===== src/rtl/acp_cfg.svh =====
// Register map, field positions, codes and reset values of the control block.
// Assumes a 32-bit classic Wishbone slave with byte addresses on an 8-bit bus.
`ifndef ACP_CFG_SVH
`define ACP_CFG_SVH

// ----------------------------------------
// Register byte offsets
// ----------------------------------------
`define ACP_A_MODE  8'h00
`define ACP_A_STAT  8'h04
`define ACP_A_DATA  8'h08
`define ACP_A_OFF   8'h0C
`define ACP_A_FS    8'h10
`define ACP_A_GPO   8'h14

// ----------------------------------------
// Field positions
// ----------------------------------------
`define ACP_M_MD    2:0
`define ACP_M_PAR   3
`define ACP_M_APP   4
`define ACP_M_CHOP  5
`define ACP_M_SINC3 6
`define ACP_M_HIG   7
`define ACP_M_RATE  17:8
`define ACP_M_W     18
`define ACP_S_NRDY  7
`define ACP_S_ERR   6
`define ACP_S_NO_REFERENCE_FLAG 5
`define ACP_S_PAR   4
`define ACP_G_LVL   3:0
`define ACP_G_LOEN  4
`define ACP_G_HIEN  5

// ----------------------------------------
// Operating mode codes
// ----------------------------------------
`define ACP_MD_CONT 3'h0
`define ACP_MD_IDLE 3'h2
`define ACP_MD_PDN  3'h3
`define ACP_MD_IZS  3'h4
`define ACP_MD_IFS  3'h5
`define ACP_MD_SZS  3'h6
`define ACP_MD_SFS  3'h7

// ----------------------------------------
// Reset values and settling counts (output periods)
// ----------------------------------------
`define ACP_MODE_RST  18'h00002
`define ACP_FS_RST    24'h800000
`define ACP_FS_SHIFT  23
`define ACP_SET_CHOP  4'h2
`define ACP_SET_SINC3 4'h3
`define ACP_SET_SINC4 4'h4

`endif


===== src/rtl/acp_pkg.sv =====
// Types shared by the converter control block and its bench.
// Assumes constants come from acp_cfg.svh.
package acp_pkg;

  typedef struct packed {
    logic        cyc;
    logic        stb;
    logic        we;
    logic [7:0]  adr;
    logic [3:0]  sel;
    logic [31:0] dat;
  } acp_wb_req_t;

  typedef struct packed {
    logic        ack;
    logic [31:0] dat;
  } acp_wb_rsp_t;

  typedef struct packed {
    logic [3:0] lvl;
    logic [3:0] oe_n;
  } acp_gpo_t;

  typedef enum logic [1:0] {SQ_IDLE, SQ_CONV, SQ_CAL} acp_seq_t;

  typedef enum logic [1:0] {IN_PINS, IN_ZERO, IN_FULL} acp_insel_t;

endpackage


===== src/rtl/acp_sync3.sv =====
// Three-stage synchroniser with agreement filter for asynchronous pins.
// Assumes one clock domain; outputs reset low.
`timescale 1ns/100ps
module acp_sync3 #(
  parameter int unsigned W = 1
) (
  input  wire logic         i_mclk,
  input  wire logic         i_rst,
  input  wire logic [W-1:0] i_pin,
  output logic [W-1:0]      o_lvl
);

  typedef struct packed {
    logic [W-1:0] s1;
    logic [W-1:0] s2;
    logic [W-1:0] s3;
    logic [W-1:0] lvl;
  } acp_sync_st_t;

  acp_sync_st_t q;
  acp_sync_st_t d;

  // A rise is taken only once the second and third stages are both high; any disagreement clears the level
  always_comb begin
    d     = q;
    d.s1  = i_pin;
    d.s2  = q.s1;
    d.s3  = q.s2;
    d.lvl = (q.s2 & q.s3) | (q.lvl & ~(q.s2 ^ q.s3));
  end

  always_ff @(posedge i_mclk or posedge i_rst) begin
    if (i_rst) begin
      q <= '0;
    end else begin
      q <= d;
    end
  end

  assign o_lvl = q.lvl;

endmodule


===== src/rtl/acp_ctrl.sv =====
// Converter control: output pins, read parity, calibration sequencer, scaling.
// Assumes a classic Wishbone master and a filter strobe on i_fadc_clk whose
// rising edge marks one output period, with i_conv_raw stable around it.
`timescale 1ns/100ps
module acp_ctrl (
  input  wire logic                 i_mclk,
  input  wire logic                 i_rst,
  input  wire acp_pkg::acp_wb_req_t i_wb,
  output acp_pkg::acp_wb_rsp_t      o_wb,
  input  wire logic [3:0]           i_gp_pin,
  input  wire logic                 i_fadc_clk,
  input  wire logic [23:0]          i_conv_raw,
  input  wire logic                 i_no_ref,
  input  wire logic                 i_cs_n,
  output acp_pkg::acp_gpo_t         o_gp,
  output logic                      o_dout_rdy,
  output acp_pkg::acp_insel_t       o_in_sel
);
  import acp_pkg::*;
  `include "acp_cfg.svh"

  // ----------------------------------------
  // State
  // ----------------------------------------
  typedef struct packed {
    logic [17:0] mode;
    logic [5:0]  gpo;
    logic [23:0] off;
    logic [23:0] fsc;
    logic [23:0] data;
    logic        nrdy;
    logic        err;
    logic        par;
    logic        calbad;
    acp_seq_t    seq;
    logic [2:0]  cal_md;
    logic [3:0]  cnt;
    logic        fadc_prev;
    acp_wb_rsp_t wb;
    acp_gpo_t    gp;
    logic        rdy_pin;
    acp_insel_t  insel;
  } acp_ctrl_st_t;

  acp_ctrl_st_t q;
  acp_ctrl_st_t d;
  logic [6:0]   lvl;
  logic [3:0]   pin_lvl;
  logic         fadc_lvl;
  logic         no_reference_flag;
  logic         cs_n_lvl;
  logic         wr;
  logic         rd;
  logic         mwr;
  logic         tick;
  logic         cfg_ok;
  logic [23:0]  res;

  // ----------------------------------------
  // Helpers
  // ----------------------------------------
  function automatic logic [31:0] wmerge(input logic [31:0] old, input logic [31:0] nw,
                                         input logic [3:0] sel);
    logic [31:0] r;
    r = old;
    for (int i = 0; i < 4; i++) begin
      if (sel[i]) begin
        r[8*i +: 8] = nw[8*i +: 8];
      end
    end
    return r;
  endfunction

  // Settling time in output periods for a calibration code
  function automatic logic [3:0] cal_len(input logic [2:0] md, input logic chop,
                                         input logic sinc3, input logic hig);
    logic [3:0] s;
    s = chop ? `ACP_SET_CHOP : (sinc3 ? `ACP_SET_SINC3 : `ACP_SET_SINC4);
    if (md == `ACP_MD_IFS && hig) begin
      s = {s[2:0], 1'h0};
    end
    return s;
  endfunction

  // Offset first, then gain; the coefficient is unsigned with unity at 2^23
  function automatic logic [23:0] scale(input logic [23:0] raw, input logic [23:0] off,
                                        input logic [23:0] fs);
    logic [23:0] dif;
    logic [47:0] p;
    dif = raw - off;
    p   = {24'h0, dif} * {24'h0, fs};
    return p[`ACP_FS_SHIFT +: 24];
  endfunction

  // ----------------------------------------
  // Pin synchronisers
  // ----------------------------------------
  acp_sync3 #(
    .W (7)
  ) u_sync (
    .i_mclk (i_mclk),
    .i_rst  (i_rst),
    .i_pin  ({i_gp_pin, i_fadc_clk, i_no_ref, i_cs_n}),
    .o_lvl  (lvl)
  );

  assign pin_lvl  = lvl[6:3];
  assign fadc_lvl = lvl[2];
  assign no_reference_flag    = lvl[1];
  assign cs_n_lvl = lvl[0];

  assign wr     = i_wb.cyc && i_wb.stb && i_wb.we && !q.wb.ack;
  assign rd     = i_wb.cyc && i_wb.stb && !i_wb.we && !q.wb.ack;
  assign mwr    = wr && i_wb.adr == `ACP_A_MODE && i_wb.sel == 4'hF;
  assign tick   = fadc_lvl && !q.fadc_prev;
  assign cfg_ok = q.mode[`ACP_M_MD] == `ACP_MD_IDLE || q.mode[`ACP_M_MD] == `ACP_MD_PDN;
  assign res    = scale(i_conv_raw, q.off, q.fsc);

  // ----------------------------------------
  // Next state
  // ----------------------------------------
  always_comb begin
    logic [31:0] nm;
    nm          = 32'h0;
    d           = q;
    d.wb.ack    = rd | wr;
    d.wb.dat    = 32'h0;
    d.fadc_prev = fadc_lvl;

    unique case (q.seq)
      SQ_IDLE: begin
        d.seq = SQ_IDLE;
      end
      SQ_CONV: begin
        if (tick) begin
          d.data = res;
          d.nrdy = 1'h0;
          d.par  = q.mode[`ACP_M_PAR] & (^res);
        end
      end
      SQ_CAL: begin
        if (no_reference_flag) begin
          d.calbad = 1'h1;
        end
        if (tick) begin
          if (q.cnt > 4'h1) begin
            d.cnt = q.cnt - 4'h1;
          end else begin
            if (q.calbad || no_reference_flag) begin
              d.err = 1'h1;
            end else if (q.cal_md == `ACP_MD_IZS || q.cal_md == `ACP_MD_SZS) begin
              d.off = i_conv_raw;
            end else begin
              d.fsc = i_conv_raw - q.off;
            end
            d.nrdy             = 1'h0;
            d.mode[`ACP_M_MD]  = `ACP_MD_IDLE;
            d.seq              = SQ_IDLE;
          end
        end
      end
    endcase

    // Bus writes come last so a new mode always overrides the sequencer
    if (wr) begin
      case (i_wb.adr)
        `ACP_A_MODE: begin
          nm     = wmerge({14'h0, q.mode}, i_wb.dat, i_wb.sel);
          d.mode = nm[`ACP_M_W-1:0];
          if (nm[2]) begin
            d.seq    = SQ_CAL;
            d.cal_md = nm[`ACP_M_MD];
            d.cnt    = cal_len(nm[`ACP_M_MD], nm[`ACP_M_CHOP], nm[`ACP_M_SINC3],
                               nm[`ACP_M_HIG]);
            d.nrdy   = 1'h1;
            d.err    = 1'h0;
            d.calbad = 1'h0;
          end else if (nm[`ACP_M_MD] == `ACP_MD_CONT) begin
            d.seq = SQ_CONV;
          end else begin
            d.seq = SQ_IDLE;
          end
        end
        `ACP_A_OFF: begin
          if (cfg_ok) begin
            nm    = wmerge({8'h0, q.off}, i_wb.dat, i_wb.sel);
            d.off = nm[23:0];
          end
        end
        `ACP_A_FS: begin
          if (cfg_ok) begin
            nm    = wmerge({8'h0, q.fsc}, i_wb.dat, i_wb.sel);
            d.fsc = nm[23:0];
          end
        end
        `ACP_A_GPO: begin
          nm    = wmerge({26'h0, q.gpo}, i_wb.dat, i_wb.sel);
          d.gpo = nm[5:0];
        end
        default: begin
          nm = 32'h0;
        end
      endcase
    end

    if (rd) begin
      case (i_wb.adr)
        `ACP_A_MODE: begin
          d.wb.dat[`ACP_M_W-1:0] = q.mode;
        end
        `ACP_A_STAT: begin
          d.wb.dat[`ACP_S_NRDY]  = q.nrdy;
          d.wb.dat[`ACP_S_ERR]   = q.err;
          d.wb.dat[`ACP_S_NO_REFERENCE_FLAG] = no_reference_flag;
          d.wb.dat[`ACP_S_PAR]   = q.par;
        end
        `ACP_A_DATA: begin
          d.wb.dat[23:0] = q.data;
          // A conversion landing in the same cycle keeps its ready state
          if (q.seq == SQ_IDLE || (q.seq == SQ_CONV && !tick)) begin
            d.nrdy = 1'h1;
          end
        end
        `ACP_A_OFF: begin
          d.wb.dat[23:0] = q.off;
        end
        `ACP_A_FS: begin
          d.wb.dat[23:0] = q.fsc;
        end
        `ACP_A_GPO: begin
          d.wb.dat[`ACP_G_LVL]  = pin_lvl;
          d.wb.dat[`ACP_G_LOEN] = q.gpo[`ACP_G_LOEN];
          d.wb.dat[`ACP_G_HIEN] = q.gpo[`ACP_G_HIEN];
        end
        default: begin
          d.wb.dat = 32'h0;
        end
      endcase
    end

    // Pins follow the register one cycle later
    d.gp.lvl  = q.gpo[`ACP_G_LVL];
    d.gp.oe_n = ~{{2{q.gpo[`ACP_G_HIEN]}}, {2{q.gpo[`ACP_G_LOEN]}}};
    // Ready pin only falls while the chip is selected
    d.rdy_pin = d.nrdy | cs_n_lvl;
    d.insel   = IN_PINS;
    if (d.seq == SQ_CAL && d.cal_md == `ACP_MD_IZS) begin
      d.insel = IN_ZERO;
    end else if (d.seq == SQ_CAL && d.cal_md == `ACP_MD_IFS) begin
      d.insel = IN_FULL;
    end
  end

  always_ff @(posedge i_mclk or posedge i_rst) begin
    if (i_rst) begin
      q         <= '0;
      q.mode    <= `ACP_MODE_RST;
      q.fsc     <= `ACP_FS_RST;
      q.gp.oe_n <= 4'hF;
      q.rdy_pin <= 1'h1;
    end else begin
      q <= d;
    end
  end

  assign o_wb       = q.wb;
  assign o_gp       = q.gp;
  assign o_dout_rdy = q.rdy_pin;
  assign o_in_sel   = q.insel;

  // ----------------------------------------
  // Checks
  // ----------------------------------------
  gp_pairs_a: assert property (
    @(posedge i_mclk) disable iff (i_rst)
    (q.gpo[`ACP_G_HIEN] && !q.gpo[`ACP_G_LOEN]) |=> o_gp.oe_n == 4'h3)
    else $error("output pair enables not honoured");

  gp_level_a: assert property (
    @(posedge i_mclk) disable iff (i_rst)
    ##1 1'h1 |-> o_gp.lvl == $past(q.gpo[`ACP_G_LVL]))
    else $error("output pin level differs from register");

  gp_readback_a: assert property (
    @(posedge i_mclk) disable iff (i_rst)
    (rd && i_wb.adr == `ACP_A_GPO) |=> o_wb.ack && o_wb.dat[3:0] == $past(pin_lvl))
    else $error("pin read-back wrong");

  par_off_a: assert property (
    @(posedge i_mclk) disable iff (i_rst)
    (q.seq == SQ_CONV && tick && !q.mode[`ACP_M_PAR]) |=> !q.par)
    else $error("parity set while disabled");

  par_even_a: assert property (
    @(posedge i_mclk) disable iff (i_rst)
    (q.seq == SQ_CONV && tick && q.mode[`ACP_M_PAR]) |=> !(^{q.data, q.par}))
    else $error("parity not even");

  scale_res_a: assert property (
    @(posedge i_mclk) disable iff (i_rst)
    (q.seq == SQ_CONV && tick) |=> q.data == $past(res) && !q.nrdy)
    else $error("stored result not scaled");

  cal_start_a: assert property (
    @(posedge i_mclk) disable iff (i_rst)
    (mwr && i_wb.dat[2]) |=> (q.seq == SQ_CAL && q.nrdy) ##1 o_dout_rdy)
    else $error("calibration start not flagged");

  cal_done_a: assert property (
    @(posedge i_mclk) disable iff (i_rst)
    (q.seq == SQ_CAL ##1 q.seq == SQ_IDLE) |-> !q.nrdy && q.mode[2:0] == `ACP_MD_IDLE)
    else $error("calibration end not reported");

  insel_full_a: assert property (
    @(posedge i_mclk) disable iff (i_rst)
    (mwr && i_wb.dat[2:0] == `ACP_MD_IFS) |=> o_in_sel == IN_FULL)
    else $error("internal full-scale input not routed");

  len_zero_a: assert property (
    @(posedge i_mclk) disable iff (i_rst)
    (mwr && (i_wb.dat[2:0] == `ACP_MD_IZS || i_wb.dat[2:0] == `ACP_MD_SZS)
     && !i_wb.dat[`ACP_M_CHOP] && !i_wb.dat[`ACP_M_SINC3]) |=> q.cnt == 4'h4)
    else $error("zero-scale length wrong");

  len_chop_a: assert property (
    @(posedge i_mclk) disable iff (i_rst)
    (mwr && i_wb.dat[2:0] == `ACP_MD_IZS && i_wb.dat[`ACP_M_CHOP]) |=> q.cnt == 4'h2)
    else $error("chopped zero-scale length wrong");

  len_gain_a: assert property (
    @(posedge i_mclk) disable iff (i_rst)
    (mwr && i_wb.dat[2:0] == `ACP_MD_IFS && !i_wb.dat[`ACP_M_CHOP]
     && !i_wb.dat[`ACP_M_SINC3] && i_wb.dat[`ACP_M_HIG]) |=> q.cnt == 4'h8)
    else $error("full-scale length at high gain wrong");

  len_sys_a: assert property (
    @(posedge i_mclk) disable iff (i_rst)
    (mwr && i_wb.dat[2:0] == `ACP_MD_SFS && !i_wb.dat[`ACP_M_CHOP]
     && i_wb.dat[`ACP_M_SINC3]) |=> q.cnt == 4'h3)
    else $error("system full-scale length wrong");

  coef_lock_a: assert property (
    @(posedge i_mclk) disable iff (i_rst)
    (wr && i_wb.adr == `ACP_A_OFF && !cfg_ok && q.seq != SQ_CAL) |=> $stable(q.off))
    else $error("offset written outside idle");

  no_reference_flag_err_a: assert property (
    @(posedge i_mclk) disable iff (i_rst)
    (q.seq == SQ_CAL && tick && q.cnt == 4'h1 && no_reference_flag)
    |=> q.err && $stable(q.off) && $stable(q.fsc))
    else $error("coefficient updated without reference");

endmodule


===== config.mk =====
export PLATFORM = sky130hd
export DESIGN_NAME = acp_ctrl
export DESIGN_NICKNAME = d
export VERILOG_FILES = /design/src/rtl/acp_pkg.sv /design/src/rtl/acp_sync3.sv /design/src/rtl/acp_ctrl.sv
export VERILOG_INCLUDE_DIRS = /design/src /design/src/rtl
export SDC_FILE = /design/constraint.sdc
export NUM_CORES = 2
export LEC_CHECK = 0
export BUFFER_PORTS_ARGS = -buffer_cell sky130_fd_sc_hd__buf_4
export CAP_MARGIN = 20
export CELL_PAD_IN_SITES_DETAIL_PLACEMENT = 0
export CELL_PAD_IN_SITES_GLOBAL_PLACEMENT = 1
export CORE_ASPECT_RATIO = 1.25
export CORE_MARGIN = 10
export CORE_UTILIZATION = 45
export CTS_BUF_LIST = sky130_fd_sc_hd__clkbuf_4 sky130_fd_sc_hd__clkbuf_8 sky130_fd_sc_hd__clkbuf_16
export CTS_CLUSTER_DIAMETER = 50
export DETAILED_ROUTE_END_ITERATION = 8
export PLACE_DENSITY_LB_ADDON = 0.3
export SLEW_MARGIN = 10
export SYNTH_ARGS = -nofsm -noshare
export SYNTH_HDL_FRONTEND = slang
export SYNTH_HIERARCHICAL = 1
export SYNTH_SLANG_ARGS = --single-unit

===== constraint.sdc =====
create_clock -name i_mclk -period 12.8 [get_ports i_mclk]
set_clock_uncertainty 0.1 [all_clocks]
set_input_delay 0.64 -clock i_mclk [delete_from_list [all_inputs] [get_ports i_mclk]]
set_output_delay 0.64 -clock i_mclk [all_outputs]
set_load 0.01 [all_outputs]

==> metrics.txt <==
status completed; Vias/cell 5.37; Clock Latency Late Sink about 0.43 ns; crit start category register; max frequency about 0.085 GHz; number of synthesized flops with an enable pin 0; Post-synth ARST share 1.00; GPL Wtd Cong 0.920; first-pass GRT wire length about 120000 um; CTS Hold Bufs 0; critical-path maximum fanout 11; CP startpoint q[106]; clock sink count ~170; via count approximately 20000; min-delay worst type input pin to asynchronous set/reset pin; fin util 0.491; Yosys cell types 70; Yosys reg bits roughly 170; num ports roughly 120; Die W ~240 um; drt drc 0; CTS tree yes; critical path's largest stage delay 0.55 ns; Max-cap violations 0; Hold Fails Final Rpt 0; hpwl dp around 60000 um; Post-DRT Antenna Nets 0; Initial Util 0.455; Filler cells roughly 5600; crit path kind register to register; Congestion Overflow GR 0; final setup violation count 0; vias in the first global route around 22000; Layout area overhead 7.88%; fraction of layout cells with a size suffix above 1 0.0951; cell mode on critical path fa_1; Worst-path clk slew approximately 0.070 ns; Final min period roughly 12 ns; syn_area_per_cell 9.31 um2; area of the core 59700 um2; Max Root-Sink Buffers 2; ys flop type dfrtp_1; register area share after synthesis 0.159; WL final 76100 um; Iter 0 DRT Violations ~1200; WHS between 0.15 and 0.2 ns; Cell Area, Synth between 20000 and 30000 um2; Post-CTS Setup Inserts 0; post_cts resized 0; Final Cycle Share 0.923; R2R Path Start q[106]; first-pass detailed-route iteration total 8; Setup crit end kind register; GRT Resource Usage Total 0.224; Slew headroom 0.236; routed len/inst a little over 20 um; worst endpoint required time about 13 ns; RSZ-0062 raised after global routing false; die footprint slightly above 70000 um2; CTS HTree Levels 4; Cells after Synth ~3000; TritonCTS buffer count 17; Core Rows 100; Die Ht about 290 um; initial antenna violation count 4; fin nets 3682; Worst Tran Pin Value 1.15 ns; largest net degree at the start of global routing 83; I/O Buffers approximately 110; Final Max Slew Viols 0; critical path's slowest cell fa_1; setup tns final 0 ns; CTS Root Buffer Type clkbuf_16; Yosys Warn Count 6; Worst EP arrival 12.07 ns
## path summary, 6_finish.rpt
| path | slack [ns] | depth (start not counted) | end |
|---|---|---|---|
| min in group i_mclk | 0.21 | 1 | u_sync/d[16] |
| max | 0.99 | 44 | q[55] |
| min | 0.17 | 2 | q[57] |
| min reg2reg | 0.25 | 0 | u_sync/d[7] |
| max in group asynchronous | 11.27 | 4 | q[105] |
| max reg2reg | 0.99 | 44 | q[55] |
## cells by family after synthesis
logic type | Yosys count | synth area share
AOI/OAI and AO/OA | 310 | 0.0753
DFF | 172 | 0.159
other | 1 | 0.000138
xor gates and xnor gates | 70 | 0.0251
muxes | 52 | 0.0214
adders and majority gates | 681 | 0.446
and+or+nand+nor | 851 | 0.158
buffers and inverters | 783 | 0.115
## cells in the final DEF, fill, tap and decap left out, types with 5 or more instances in the layout
| cell | synthesis | routed |
|---|---|---|
| xnor2_2 | 0 | 14 |
| a31oi_1 | 7 | 7 |
| ha_1 | 200 | 200 |
| xnor2_1 | 46 | 31 |
| nor2b_1 | 37 | 37 |
| nor2_1 | 68 | 68 |
| nand3_1 | 17 | 17 |
| a211oi_1 | 8 | 8 |
| o21ai_0 | 60 | 60 |
| o22ai_1 | 16 | 16 |
| a21oi_1 | 76 | 74 |
| dfrtp_1 | 167 | 167 |
| o21bai_1 | 10 | 10 |
| or3_1 | 5 | 5 |
| clkbuf_16 | 0 | 17 |
| inv_6 | 0 | 5 |
| and3_1 | 13 | 13 |
| fa_1 | 481 | 481 |
| nand2_1 | 336 | 336 |
| conb_1 | 1 | 8 |
| nand2b_1 | 20 | 20 |
| o21ai_1 | 5 | 5 |
| a21o_1 | 22 | 22 |
| mux2_2 | 48 | 48 |
| inv_1 | 598 | 597 |
| buf_4 | 50 | 155 |
| xor2_1 | 19 | 16 |
| a22oi_1 | 44 | 44 |
| nor4_1 | 7 | 7 |
| xnor3_1 | 5 | 5 |
| dfstp_2 | 5 | 5 |
| o31ai_1 | 5 | 5 |
| and2_1 | 309 | 309 |
| nor3_1 | 18 | 18 |
| a222oi_1 | 16 | 16 |
## sequential cells by signal (all words and copies together) (netlist names)
signal,cells
u_sync/q,7
o_gp,6
d,4
u_sync/o_lvl,7
o_dout_rdy,1
u_sync/d,14
o_in_sel,2
q,106
o_wb,25
## worst max-delay path, delay by kind of cell (launching register included)
family / cells / cell delay (ns)
buffers and inverters: 6 / 0.45
flip-flops: 1 / 0.41
adder cells (fa/ha/maj): 10 / 4.43
AND/OR/NAND/NOR: 2 / 0.50
XOR/XNOR: 9 / 2.66
AO/OA/AOI/OAI: 17 / 3.15
## cell usage after synthesis (all sizes together) (3+ instances only)
cell type / number / share of area
and2: 310 / 0.071
clkbuf: 124 / 0.017
nor2b: 37 / 0.0085
xnor3: 5 / 0.0041
o21ai: 66 / 0.012
o22ai: 16 / 0.0037
a31oi: 7 / 0.0016
a21o: 22 / 0.0061
dfrtp: 167 / 0.15
or2: 3 / 0.00069
xor2: 19 / 0.0061
xnor2: 46 / 0.015
nor4: 7 / 0.0016
ha: 200 / 0.092
inv: 598 / 0.083
mux2i: 4 / 0.0015
o31ai: 5 / 0.0014
nand2: 336 / 0.046
nand2b: 20 / 0.0046
nand4: 4 / 0.00092
nor3b: 4 / 0.0011
nor2: 68 / 0.0094
nand3: 17 / 0.0031
buf: 61 / 0.015
or3: 5 / 0.0012
a22oi: 44 / 0.012
mux2: 48 / 0.020
dfstp: 5 / 0.0048
a21oi: 77 / 0.014
o21bai: 10 / 0.0028
a222oi: 16 / 0.0059
and3: 13 / 0.0030
fa: 481 / 0.35
nor3: 18 / 0.0033
o21a: 3 / 0.00083
a211oi: 9 / 0.0027
a221o: 4 / 0.0015
o211a: 3 / 0.0011
a211o: 3 / 0.0010
o211ai: 3 / 0.00083
a21boi: 5 / 0.0014
## through the flow
step                std cells  instance area, um2  worst slack (ns)
finish                   3701               29300             0.989
global route             3701               29300             0.323
CTS                      3694               29200             0.959
detailed placement       3662               28600             0.612
global placement         3662               28600             0.649
floorplan                2927               27200              2.03
## final cells by class
cell class	instances	area [um2]	share of cell area
Timing Repair Buffer	160	1290	0.0440
Sequential cell	172	4310	0.147
Tap cell	765	957	0.0326
Multi-Input combinational cell	1972	19900	0.680
Antenna cell	2	5.00	0.000171
Clock inverter	15	155	0.00529
Inverter	598	2250	0.0767
Clock buffer	17	425	0.0145
## metal layers
| metal | vias to the layer above | wire length (um) | GRT usage |
|---|---|---|---|
| met3 | 138 | 2890 | 0.0176 |
| li1 | 8871 | - | - |
| met2 | 539 | 40400 | 0.408 |
| met4 | 0 | 2620 | 0.0740 |
| met1 | 10300 | 30200 | 0.272 |
| met5 | - | 0 | 0 |
Power is left out: the tool's default activity adds up to more than one toggle a clock period on the data nets, which glitch-free logic cannot reach.
